### src/core/msa_pkg.sv
package msa_pkg;

   // Conversion clock derived from the system clock
   localparam int SYS_CLK_HZ       = 50_000_000;
   localparam int CONV_CLK_HZ      = 45_000;
   localparam int CONV_DIV         = SYS_CLK_HZ / CONV_CLK_HZ;
   localparam int TEMP_CONV_TICKS  = 96;
   localparam int VOLT_CONV_TICKS  = 68;
   localparam int CYCLE_WAIT_MS    = 1000;
   localparam int CYCLE_WAIT_TICKS = CYCLE_WAIT_MS * (CONV_CLK_HZ / 1000);

   // Register locations and bit positions
   localparam logic [7:0] START_REG_ADDR     = 8'h40;
   localparam logic [7:0] SFR_ADDR           = 8'h7c;
   localparam logic [7:0] CFG_ADDR           = 8'h7f;
   localparam int         START_BIT          = 0;
   localparam int         CFG_SOFT_RESET_BIT = 7;

   localparam logic [6:0] ALERT_RESP_ADDR = 7'h0c;
   localparam logic [2:0] AVG_RESET       = 3'h2;
   localparam logic [6:0] CFG_RESET       = 7'h00;
   localparam logic [7:0] FAULT_READING   = 8'h80;

   // Averaging counts as log2 of measurements per reading
   localparam logic [2:0] AVG_SH_32     = 3'h5;
   localparam logic [2:0] AVG_SH_16     = 3'h4;
   localparam logic [2:0] AVG_SH_128    = 3'h7;
   localparam logic [2:0] AVG_SH_8      = 3'h3;
   localparam logic [2:0] AVG_SH_1      = 3'h0;

   localparam logic [2:0] CH_REMOTE1 = 3'h0;
   localparam logic [2:0] CH_AMBIENT = 3'h1;
   localparam logic [2:0] CH_REMOTE2 = 3'h7;

   typedef logic [7:0] msa_byte_type;

   typedef struct packed {
      logic [2:0] averaging_select;
      logic [1:0] spare;
      logic       global_alert_enable;
      logic       cycle_mode;
      logic       low_power_sel;
   } msa_sfr_type;

   localparam msa_sfr_type SFR_RESET = '{AVG_RESET, 2'h0, 1'b0, 1'b0, 1'b0};

   typedef struct packed {
      logic scl;
      logic sda;
   } msa_smb_type;

   typedef struct packed {
      logic       start;
      logic [2:0] channel;
   } msa_conv_type;

endpackage : msa_pkg

### src/core/msa_ara_responder.sv
`timescale 1ns/1ps
`default_nettype none

module msa_ara_responder
   import msa_pkg::*;
(
   input  wire logic        sys_clk,
   input  wire logic        rstn,
   input  wire logic        ce,
   input  wire msa_smb_type smb,
   input  wire logic        armed,
   input  wire logic [6:0]  own_addr,
   output var  logic        sda_oe,
   output var  logic        ara_ack
);

   typedef enum logic [2:0] {ARA_IDLE, ARA_ADDR, ARA_ACK, ARA_DATA, ARA_WAIT} msa_ara_st_type;

   typedef struct packed {
      msa_ara_st_type st;
      logic           scl_prev;
      logic           sda_prev;
      logic [7:0]     shreg;
      logic [2:0]     bitcnt;
      logic           oe;
      logic           ack;
   } msa_ara_state_type;

   msa_ara_state_type q;
   msa_ara_state_type d;
   logic              rise;
   logic              fall;
   logic              start_c;
   logic              stop_c;
   logic [7:0]        byte_in;

   always_comb begin
      rise    = smb.scl & ~q.scl_prev;
      fall    = ~smb.scl & q.scl_prev;
      start_c = smb.scl & q.scl_prev & q.sda_prev & ~smb.sda;
      stop_c  = smb.scl & q.scl_prev & ~q.sda_prev & smb.sda;
      byte_in = {q.shreg[6:0], smb.sda};
      d          = q;
      d.ack      = 1'b0;
      d.scl_prev = smb.scl;
      d.sda_prev = smb.sda;
      // A start anywhere restarts the frame; a bare stop idles
      if (start_c) begin
         d.st     = ARA_ADDR;
         d.bitcnt = 3'h0;
         d.oe     = 1'b0;
      end else if (stop_c) begin
         d.st = ARA_IDLE;
         d.oe = 1'b0;
      end else begin
         case (q.st)
            ARA_ADDR: begin
               if (rise) begin
                  d.shreg  = byte_in;
                  d.bitcnt = q.bitcnt + 3'h1;
                  if (q.bitcnt == 3'h7) begin
                     if (byte_in == {ALERT_RESP_ADDR, 1'b1} && armed) begin
                        d.st = ARA_ACK;
                     end else begin
                        d.st = ARA_WAIT;
                     end
                  end
               end
            end
            ARA_ACK: begin
               if (fall && !q.oe) begin
                  d.oe = 1'b1;
               end else if (rise) begin
                  d.ack = 1'b1;
               end else if (fall) begin
                  d.shreg  = {own_addr, 1'b0};
                  d.oe     = ~own_addr[6];
                  d.bitcnt = 3'h0;
                  d.st     = ARA_DATA;
               end
            end
            ARA_DATA: begin
               if (fall) begin
                  d.bitcnt = q.bitcnt + 3'h1;
                  d.shreg  = {q.shreg[6:0], 1'b0};
                  if (q.bitcnt == 3'h7) begin
                     d.oe = 1'b0;
                     d.st = ARA_WAIT;
                  end else begin
                     d.oe = ~q.shreg[6];
                  end
               end
            end
            default: begin
            end
         endcase
      end
      if (!rstn) begin
         d.st       = ARA_IDLE;
         d.scl_prev = 1'b1;
         d.sda_prev = 1'b1;
         d.shreg    = 8'h00;
         d.bitcnt   = 3'h0;
         d.oe       = 1'b0;
         d.ack      = 1'b0;
      end
   end

   always_ff @(posedge sys_clk) begin
      if (ce || !rstn) begin
         q <= d;
      end
   end

   assign sda_oe  = q.oe;
   assign ara_ack = q.ack;

endmodule : msa_ara_responder

`default_nettype wire

### src/core/msa_monitor.sv
`timescale 1ns/1ps
`default_nettype none

module msa_monitor
   import msa_pkg::*;
#(
   parameter int CONV_DIV_P    = CONV_DIV,
   parameter int CYCLE_WAIT_P  = CYCLE_WAIT_TICKS
)
(
   input  wire logic                   sys_clk,
   input  wire logic                   rstn,
   input  wire logic                   ce,
   input  wire logic                   start_write,
   input  wire logic [7:0]             start_wdata,
   input  wire logic                   sfr_write,
   input  wire msa_sfr_type            sfr_wdata,
   input  wire logic                   cfg_write,
   input  wire logic [7:0]             cfg_wdata,
   input  wire logic                   status_read,
   input  wire logic [7:0]             event_enable,
   input  wire logic                   temp_group_en,
   input  wire logic                   volt_group_en,
   input  wire msa_byte_type [7:0]     low_limit,
   input  wire msa_byte_type [7:0]     high_limit,
   input  wire logic [6:0]             slave_addr,
   input  wire logic [7:0]             conv_data,
   input  wire logic [1:0]             diode_fault,
   input  wire logic                   scl_pin,
   input  wire logic                   sda_pin,
   output var  logic                   sda_out,
   output var  logic                   sda_oe,
   output var  logic                   alert_n,
   output var  msa_conv_type           conv_req,
   output var  msa_byte_type [7:0]     reading,
   output var  logic [7:0]             status_bits,
   output var  logic [1:0]             fault_bits,
   output var  msa_sfr_type            special_function_register,
   output var  logic [7:0]             configuration_register,
   output var  logic                   monitor_running
);

   typedef enum logic [1:0] {SEQ_IDLE, SEQ_CONV, SEQ_WAIT} msa_seq_st_type;

   typedef struct packed {
      msa_smb_type        smb_m;
      msa_smb_type        smb_s;
      msa_sfr_type        sfr;
      logic [6:0]         cfg;
      logic               start;
      msa_seq_st_type     st;
      logic [2:0]         ch;
      logic [10:0]        div;
      logic               tick;
      logic [6:0]         len;
      logic [7:0]         meas;
      logic [14:0]        acc;
      logic [15:0]        wait_cnt;
      msa_conv_type       conv;
      logic [7:0]         stat;
      logic [7:0]         cond;
      logic [1:0]         fault;
      logic [1:0]         fault_cond;
      logic               alert_n;
      logic               sda_out;
      msa_byte_type [7:0] rd;
   } msa_mon_state_type;

   msa_mon_state_type q;
   msa_mon_state_type d;
   logic              ara_armed;
   logic              ara_ack;
   logic              soft_rst;
   logic [7:0]        grp_mask;
   logic              pending;

   function automatic logic [2:0] avg_shift(input logic [2:0] sel, input logic remote);
      logic [2:0] sh;
      sh = AVG_SH_1;
      if (sel[2]) begin
         sh = AVG_SH_32;
      end else if (sel[1]) begin
         sh = AVG_SH_16;
      end else if (sel[0]) begin
         sh = remote ? AVG_SH_16 : AVG_SH_1;
      end else begin
         sh = remote ? AVG_SH_128 : AVG_SH_8;
      end
      return sh;
   endfunction : avg_shift

   function automatic logic is_temp(input logic [2:0] ch);
      return (ch == CH_REMOTE1) || (ch == CH_AMBIENT) || (ch == CH_REMOTE2);
   endfunction : is_temp

   // Temperatures are two's complement; flip sign bit to order them
   function automatic logic [7:0] cmp_key(input logic [7:0] v, input logic temp);
      return temp ? {~v[7], v[6:0]} : v;
   endfunction : cmp_key

   assign grp_mask = {temp_group_en, {5{volt_group_en}}, temp_group_en, temp_group_en};
   assign pending  = |(q.stat & grp_mask);
   assign ara_armed = q.sfr.global_alert_enable & pending;
   assign soft_rst  = cfg_write & cfg_wdata[CFG_SOFT_RESET_BIT];

   msa_ara_responder u_ara (
      .sys_clk  (sys_clk),
      .rstn     (rstn),
      .ce       (ce),
      .smb      (q.smb_s),
      .armed    (ara_armed),
      .own_addr (slave_addr),
      .sda_oe   (sda_oe),
      .ara_ack  (ara_ack)
   );

   always_comb begin
      logic [2:0]  sh;
      logic        temp;
      logic        remote;
      logic        flt;
      logic [14:0] acc_n;
      logic [7:0]  value;
      logic        viol;
      logic [7:0]  set_stat;
      logic [1:0]  set_fault;
      logic [6:0]  len_last;
      logic [7:0]  meas_last;
      sh        = 3'h0;
      temp      = is_temp(q.ch);
      remote    = (q.ch == CH_REMOTE1) || (q.ch == CH_REMOTE2);
      flt       = 1'b0;
      acc_n     = q.acc + {7'h00, conv_data};
      value     = 8'h00;
      viol      = 1'b0;
      set_stat  = 8'h00;
      set_fault = 2'h0;
      len_last  = temp ? 7'(TEMP_CONV_TICKS - 1) : 7'(VOLT_CONV_TICKS - 1);
      sh        = avg_shift(q.sfr.averaging_select, remote);
      meas_last = 8'((9'h001 << sh) - 9'h001);

      d            = q;
      d.smb_m      = '{scl: scl_pin, sda: sda_pin};
      d.smb_s      = q.smb_m;
      d.conv.start = 1'b0;
      d.sda_out    = 1'b0;

      if (start_write) begin
         d.start = start_wdata[START_BIT];
      end
      if (sfr_write) begin
         d.sfr = sfr_wdata;
      end
      if (cfg_write) begin
         d.cfg = cfg_wdata[6:0];
      end
      if (ara_ack) begin
         d.sfr.global_alert_enable = 1'b0;
      end

      d.tick = 1'b0;
      if (q.div == 11'(CONV_DIV_P - 1)) begin
         d.div  = 11'h000;
         d.tick = 1'b1;
      end else begin
         d.div = q.div + 11'h001;
      end

      case (q.st)
         SEQ_IDLE: begin
            if (q.start) begin
               d.st   = SEQ_CONV;
               d.ch   = CH_REMOTE1;
               d.len  = 7'h00;
               d.meas = 8'h00;
               d.acc  = 15'h0000;
               d.conv = '{start: 1'b1, channel: CH_REMOTE1};
            end
         end
         SEQ_CONV: begin
            if (!q.start) begin
               d.st = SEQ_IDLE;
            end else if (q.tick) begin
               if (q.len != len_last) begin
                  d.len = q.len + 7'h01;
               end else begin
                  d.len = 7'h00;
                  if (q.meas != meas_last) begin
                     d.meas = q.meas + 8'h01;
                     d.acc  = acc_n;
                     d.conv = '{start: 1'b1, channel: q.ch};
                  end else begin
                     flt = remote && diode_fault[q.ch == CH_REMOTE2];
                     value = flt ? FAULT_READING : 8'(acc_n >> sh);
                     d.rd[q.ch] = value;
                     viol = (cmp_key(value, temp) <= cmp_key(low_limit[q.ch], temp))
                         || (cmp_key(value, temp) >= cmp_key(high_limit[q.ch], temp));
                     d.cond[q.ch] = viol;
                     set_stat[q.ch] = viol & event_enable[q.ch];
                     if (remote) begin
                        d.fault_cond[q.ch == CH_REMOTE2] = flt;
                        set_fault[q.ch == CH_REMOTE2]    = flt;
                     end
                     d.meas = 8'h00;
                     d.acc  = 15'h0000;
                     d.ch   = q.ch + 3'h1;
                     if (q.ch == CH_REMOTE2 && q.sfr.cycle_mode) begin
                        d.st       = SEQ_WAIT;
                        d.wait_cnt = 16'h0000;
                     end else begin
                        d.conv = '{start: 1'b1, channel: q.ch + 3'h1};
                     end
                  end
               end
            end
         end
         SEQ_WAIT: begin
            if (!q.start) begin
               d.st = SEQ_IDLE;
            end else if (q.tick) begin
               if (q.wait_cnt == 16'(CYCLE_WAIT_P - 1)) begin
                  d.st   = SEQ_CONV;
                  d.len  = 7'h00;
                  d.conv = '{start: 1'b1, channel: CH_REMOTE1};
               end else begin
                  d.wait_cnt = q.wait_cnt + 16'h0001;
               end
            end
         end
         default: begin
            d.st = SEQ_IDLE;
         end
      endcase

      // read clears only vanished conditions; set wins
      d.stat  = (q.stat & (status_read ? q.cond : 8'hff)) | set_stat;
      d.fault = (q.fault & (status_read ? q.fault_cond : 2'h3)) | set_fault;

      d.alert_n = ~(q.start & q.sfr.global_alert_enable & pending);

      if (!rstn || soft_rst) begin
         d.sfr        = SFR_RESET;
         d.cfg        = CFG_RESET;
         d.start      = 1'b0;
         d.st         = SEQ_IDLE;
         d.ch         = CH_REMOTE1;
         d.div        = 11'h000;
         d.tick       = 1'b0;
         d.len        = 7'h00;
         d.meas       = 8'h00;
         d.acc        = 15'h0000;
         d.wait_cnt   = 16'h0000;
         d.conv       = '0;
         d.stat       = 8'h00;
         d.cond       = 8'h00;
         d.fault      = 2'h0;
         d.fault_cond = 2'h0;
         d.alert_n    = 1'b1;
         d.sda_out    = 1'b0;
         d.rd         = q.rd;
      end
   end

   // Gating by ce freezes everything; reset still acts while frozen
   always_ff @(posedge sys_clk) begin
      if (ce || !rstn) begin
         q <= d;
      end
   end

   assign sda_out                   = q.sda_out;
   assign alert_n                   = q.alert_n;
   assign conv_req                  = q.conv;
   assign reading                   = q.rd;
   assign status_bits               = q.stat;
   assign fault_bits                = q.fault;
   assign special_function_register = q.sfr;
   assign configuration_register    = {1'b0, q.cfg};
   assign monitor_running           = q.start;

endmodule : msa_monitor

`default_nettype wire

### config.mk
export PLATFORM = sky130hd
export DESIGN_NAME = msa_monitor
export DESIGN_NICKNAME = d
export VERILOG_FILES = /design/src/core/msa_pkg.sv /design/src/core/msa_ara_responder.sv /design/src/core/msa_monitor.sv
export SDC_FILE = /design/constraint.sdc
export NUM_CORES = 1
export LEC_CHECK = 0
export ABC_AREA = 1
export BUFFER_PORTS_ARGS = -buffer_cell sky130_fd_sc_hd__buf_2
export CAP_MARGIN = 40
export CORE_AREA = 2 2 171 173
export CTS_CLUSTER_DIAMETER = 50
export DETAILED_ROUTE_END_ITERATION = 6
export DIE_AREA = 0 0 173 175
export MAX_ROUTING_LAYER = met4
export SKIP_CTS_REPAIR_TIMING = 1
export SYNTH_ARGS = -nofsm -noshare
export SYNTH_HDL_FRONTEND = slang
export SYNTH_SLANG_ARGS = --single-unit
### constraint.sdc
create_clock -name sys_clk -period 5.6 [get_ports sys_clk]
set_input_delay 0.56 -clock sys_clk [delete_from_list [all_inputs] [get_ports sys_clk]]
set_output_delay 0.56 -clock sys_clk [all_outputs]
set_load 0.05 [all_outputs]
==> impl_metrics.json, run 1 <==
{
  "outcome": "finished, final reports clean",
  "via_per_inst": 5.06,
  "synthMuxAreaShare_pct": 0,
  "cp-start-kind": "register",
  "cap_violations": 0,
  "cellLeakagePower_nw": 5.65,
  "grt_pass1_vias": 8702,
  "antenna_found_initial": 2,
  "crit_path_frequent_cell": "nand2_1",
  "row_count": 62,
  "synth.distinct_cells": 59,
  "synthTopCellsByArea": "edfxtp_1 (50%), buf_4 (6.5%), nor2_1 (5.9%)",
  "post-route-util_pct": 45.8,
  "synthAdderAreaFrac_pct": 3.95,
  "grt_usage_pct": 21.0,
  "synth-async-reset-ratio_pct": 0,
  "wirelength_um": 31100,
  "grt_start_max_net_pins": 35,
  "drive_gt1_share_pct": 25.9,
  "synth_xor_area_share_pct": 1.57,
  "skew_ps": 15.6,
  "hold_violations": 0,
  "syn_area_um2": 11300,
  "ir_drop_mv": 0.195,
  "hold_path_class": "input port to register",
  "arrival_ps": 4760,
  "io-pin-count": 286,
  "dieWidth_um": 173,
  "rsz0062_at_grt": "false",
  "drt-initial-drc-count": 693,
  "path_class": "register to register",
  "area_growth_pct": 15.5,
  "grt_pass1_wl_um": 48200,
  "cts.sinks": 189,
  "dr.pass1.iters": 6,
  "yosysSeqAreaShare_pct": 50.4,
  "post_drt_wl_per_cell_um": 17.2,
  "portBuffers": 276,
  "setup_viol": 0,
  "cts_tree": "done",
  "final_nets": 1632,
  "layout_common_cells": "buf_2 (277), edfxtp_1 (189), nor2_1 (176)",
  "n_fill_cell": 2780,
  "clk_pin_slew_ps": 80,
  "netlist_instances": 1221,
  "crit_fanout": 16,
  "synth_top_flop_cell": "edfxtp_1",
  "yosysTopAreaCell": "edfxtp_1",
  "power_w": 0.00449,
  "tns_ps": 0,
  "synth_top_family_by_area": "simple AND/OR/NAND/NOR gates",
  "cp.required_ps": 5790,
  "dieArea_um2": 30300,
  "whs_ps": 293,
  "avgSynthCellArea_um2": 9.23,
  "ctsHtreeMaxLevel": 4,
  "tightest_slew_ps": 777,
  "max_freq_mhz": 219,
  "cts_root_buf": "clkbuf_16",
  "path_buf_inv": 4,
  "synth_edf_count": 189,
  "max_stage_delay_ps": 380,
  "p_per_area_nw_per_um2": 345,
  "yosys_warnings": 0,
  "min_period_over_period_pct": 81.5,
  "cts_buffer_depth": 2,
  "place_congestion": 0.849,
  "netlist.area_leader.share_pct": 50.4,
  "slowest_stage": "fa_1",
  "layout_min_cycle_time_ps": 4570,
  "route.detailed.drc": 0,
  "drtAntennaViolNets": 0,
  "drv_slew": 0,
  "yosys_register_bits": 189,
  "clock_latency_ps": 440,
  "numCtsBuffers": 17,
  "dp_hpwl_um": 23600,
  "cp_top_family": "simple AND/OR/NAND/NOR gates",
  "vias": 9150,
  "grt-ovfl-total": 0,
  "layout_commonest_cell": "buf_2",
  "yosys.area_share.simple_pct": 19.7,
  "endpoint_kind": "register",
  "coreArea_um2": 28400,
  "start_util_pct": 39.7,
  "die_height_um": 175,
  "synth_compound_area_share_pct": 11.5,
  "max_slew_margin_pct": 48.0
}
[cell families after synthesis]
| logic type | Yosys count |
|---|---|
| and+or+nand+nor | 485 |
| adders and majority gates | 35 |
| DFF | 189 |
| buffers and inverters | 281 |
| AOI/OAI and AO/OA | 211 |
| xor gates and xnor gates | 18 |
| other | 2 |
[sequential cells by signal, summed over array words and instances, names as in the netlist, 4 cells and up]
signal,count
q,75
u_ara.q,8
u_ara.byte_in,7
special_function_register,8
status_bits,8
conv_req,4
reading,64
configuration_register,7
[final timing paths]
check        startpoint  endpoint  slack, ps  cells after the start
max              q[106]     q[77]       1030                     25
min             sda_pin    d[169]        290                      1
max reg2reg      q[106]     q[77]       1030                     25
min reg2reg      d[169]    q[169]        440                      0
[Yosys cell counts (all sizes together), types with 12 or more instances]
cell    count
ha         34
nor2      181
a221oi     12
nand4      19
edfxtp    189
a22oi      15
clkbuf     16
buf       104
xor2       13
o22ai      14
nand2     168
o21ai      63
a21oi      63
nand3      61
nor3       20
inv       161
[power breakdown]
part           total, W  internal [W]  switching, W  leakage (nW)
clock network   0.00127      0.000649      0.000617         0.300
registers       0.00188       0.00178      0.000100          1.86
logic           0.00134      0.000420      0.000925          3.50
total           0.00449       0.00285       0.00164          5.65
[per-stage QoR]
stage	area, um2	instances	worst slack [ps]
floorplan	11300	1222	1570
global placement	12400	1771	802
detailed placement	12400	1774	727
CTS	13000	1806	1030
global route	13000	1808	387
finish	13000	1808	1030
[layout make-up]
type                    count  area (um2)  share of cell area [%]
repair buffers            288        1480                    11.3
multi-input cells         752        4160                    31.9
clock inverters            15         185                    1.42
inverters                 161         607                    4.66
well taps                 384         480                    3.69
clock buffers              17         425                    3.27
flip-flops and latches    189        5680                    43.6
diodes                      2        5.00                  0.0385
[routing by layer]
| layer | vias up | global-route usage [%] | share of wire (%) |
|---|---|---|---|
| met5 | - | - | 0 |
| met4 | 0 | 4.52 | 1.3 |
| met3 | 26 | 3.96 | 6.4 |
| met2 | 335 | 34.4 | 49 |
| met1 | 4306 | 27.2 | 44 |
| li1 | 4483 | - | - |
Power figures use the tool's default switching activity.
==> run 2: changes to the inputs <==
clock period = 4.4 ns   (was 5.6 ns; I/O delays follow)
==> impl_metrics.json, run 2 (same netlist as run 1, synthesis figures left out) <==
{
  "clock_latency_ps": 440,
  "start_util_pct": 39.7,
  "cp_top_family": "compound AO/OA/AOI/OAI gates",
  "antenna_found_initial": 1,
  "final_nets": 1654,
  "grt_pass1_vias": 8822,
  "cp-start-kind": "register",
  "layout_common_cells": "buf_2 (276), edfxtp_1 (189), nor2_1 (176)",
  "wl_met1_um": 14200,
  "drt-initial-drc-count": 570,
  "largest_reg_flops": 75,
  "cts_tree": "done",
  "p_switching_w": 0.00215,
  "pre_cts_slack_ps": -36.1,
  "grt_pass1_wl_um": 48600,
  "met2_length_um": 15200,
  "dp_hpwl_um": 23900,
  "hold_violations": 0,
  "setup_viol": 0,
  "cp.required_ps": 4590,
  "outcome": "finished, final reports clean",
  "grt-ovfl-total": 0,
  "numCtsBuffers": 17,
  "crit_path_frequent_cell": "nand2_1",
  "path_class": "register to register",
  "slowest_stage": "edfxtp_1",
  "io-pin-count": 286,
  "cellLeakagePower_nw": 5.75,
  "portBuffers": 276,
  "ir_drop_mv": 0.245,
  "drv_slew": 0,
  "via_per_inst": 5.00,
  "max_slew_margin_pct": 49.2,
  "switching_share_pct": 36.8,
  "clk_pin_slew_ps": 80,
  "max_freq_mhz": 249,
  "internal_power_w": 0.00369,
  "drive_gt1_share_pct": 27.4,
  "crit_fanout": 8,
  "pwr-share-comb_pct": 32.0,
  "hold_path_class": "input port to register",
  "top_layer": "met4",
  "vias": 9145,
  "area_growth_pct": 17.1,
  "layout_commonest_cell": "buf_2",
  "ctsHtreeMaxLevel": 4,
  "coreArea_um2": 28400,
  "cts.sinks": 189,
  "wl_met3_um": 1670,
  "pwr-share-seq_pct": 41.0,
  "post_drt_wl_per_cell_um": 17.3,
  "min_period_over_period_pct": 91.3,
  "dr.pass1.iters": 5,
  "row_count": 62,
  "drtAntennaViolNets": 0,
  "die_height_um": 175,
  "cts_buffer_depth": 2,
  "skew_ps": 15.4,
  "fin_cells": 1829,
  "dp.cells": 1793,
  "max_stage_delay_ps": 370,
  "tightest_slew_ps": 759,
  "place_congestion": 0.876,
  "grt_start_max_net_pins": 30,
  "layout_min_cycle_time_ps": 4020,
  "route.detailed.drc": 0,
  "n_fill_cell": 2755,
  "p_per_area_nw_per_um2": 443,
  "layout_setup_ws_ps": 381,
  "cts_root_buf": "clkbuf_16",
  "cap_violations": 0,
  "largest_register": "q",
  "dieArea_um2": 30300,
  "arrival_ps": 4210,
  "grt_usage_pct": 21.1,
  "pwr-share-clk_pct": 27.1,
  "wirelength_um": 31600,
  "endpoint_kind": "register",
  "path_buf_inv": 4,
  "dieWidth_um": 173
}
[run 2: worst paths after layout]
check,startpoint,end,slack [ps],cells after the start
max reg2reg,q[110],q[77],380,25
max,q[110],q[77],380,25
min reg2reg,d[170],q[170],430,0
min,sda_pin,d[169],170,1
[run 2: cell type report]
class | instances | area [um2] | area share [%]
Antenna cell | 1 | 2.50 | 0.0190
Inverter | 161 | 607 | 4.60
Sequential cell | 189 | 5680 | 43.0
Clock inverter | 15 | 174 | 1.32
Multi-Input combinational cell | 753 | 4200 | 31.8
Tap cell | 384 | 480 | 3.64
Timing Repair Buffer | 309 | 1630 | 12.3
Clock buffer | 17 | 425 | 3.22
[run 2: metal layers]
layer / vias up / GRT usage [%]
met2: 311 / 34.4
met3: 33 / 3.37
met5: - / -
met1: 4279 / 27.5
li1: 4522 / -
met4: 0 / 5.76
[run 2: power groups by stage]
stage	logic (W)	registers [W]	clock network (W)
after floorplan	0.00122	0.00239	0
after global placement	0.00173	0.00243	0
after detailed placement	0.00175	0.00243	0
after CTS	0.00176	0.00239	0.00161
after global routing	0.00207	0.00241	0.00167
final	0.00187	0.00239	0.00158
[run 2: through the flow]
step           hold WS (ps)  TNS (ps)  area, um2  total power [W]  util (%)
3_5_place_dp            407      -201      12500          0.00418      44.1
6_report                171         0      13200          0.00584      46.5
2_1_floorplan           400         0      11300          0.00361         -
3_3_place_gp            402         0      12500          0.00415      44.1
5_1_grt                 160     -2.29      13200          0.00616      46.5
4_1_cts                 157         0      13100          0.00576      46.3
[run 2: worst reg2reg max path, stage by stage, from the launching register on]
cell and delay [ps]:
edfxtp_1 370, ha_1 370, a21oi_1 120, or2_1 220
nand3_1 110, nand2_1 70, a21oi_1 160, nand2_1 90
inv_1 80, nor2_1 50, o21ai_0 220, nor2_1 60
a31oi_1 200, nand2_1 80, nand3_1 80, inv_1 160
ha_1 330, nand2_1 80, o21ai_0 80, nand4_1 80
o2111ai_1 140, a21oi_2 180, buf_4 140, nand2_4 90
o21bai_1 150, inv_1 50
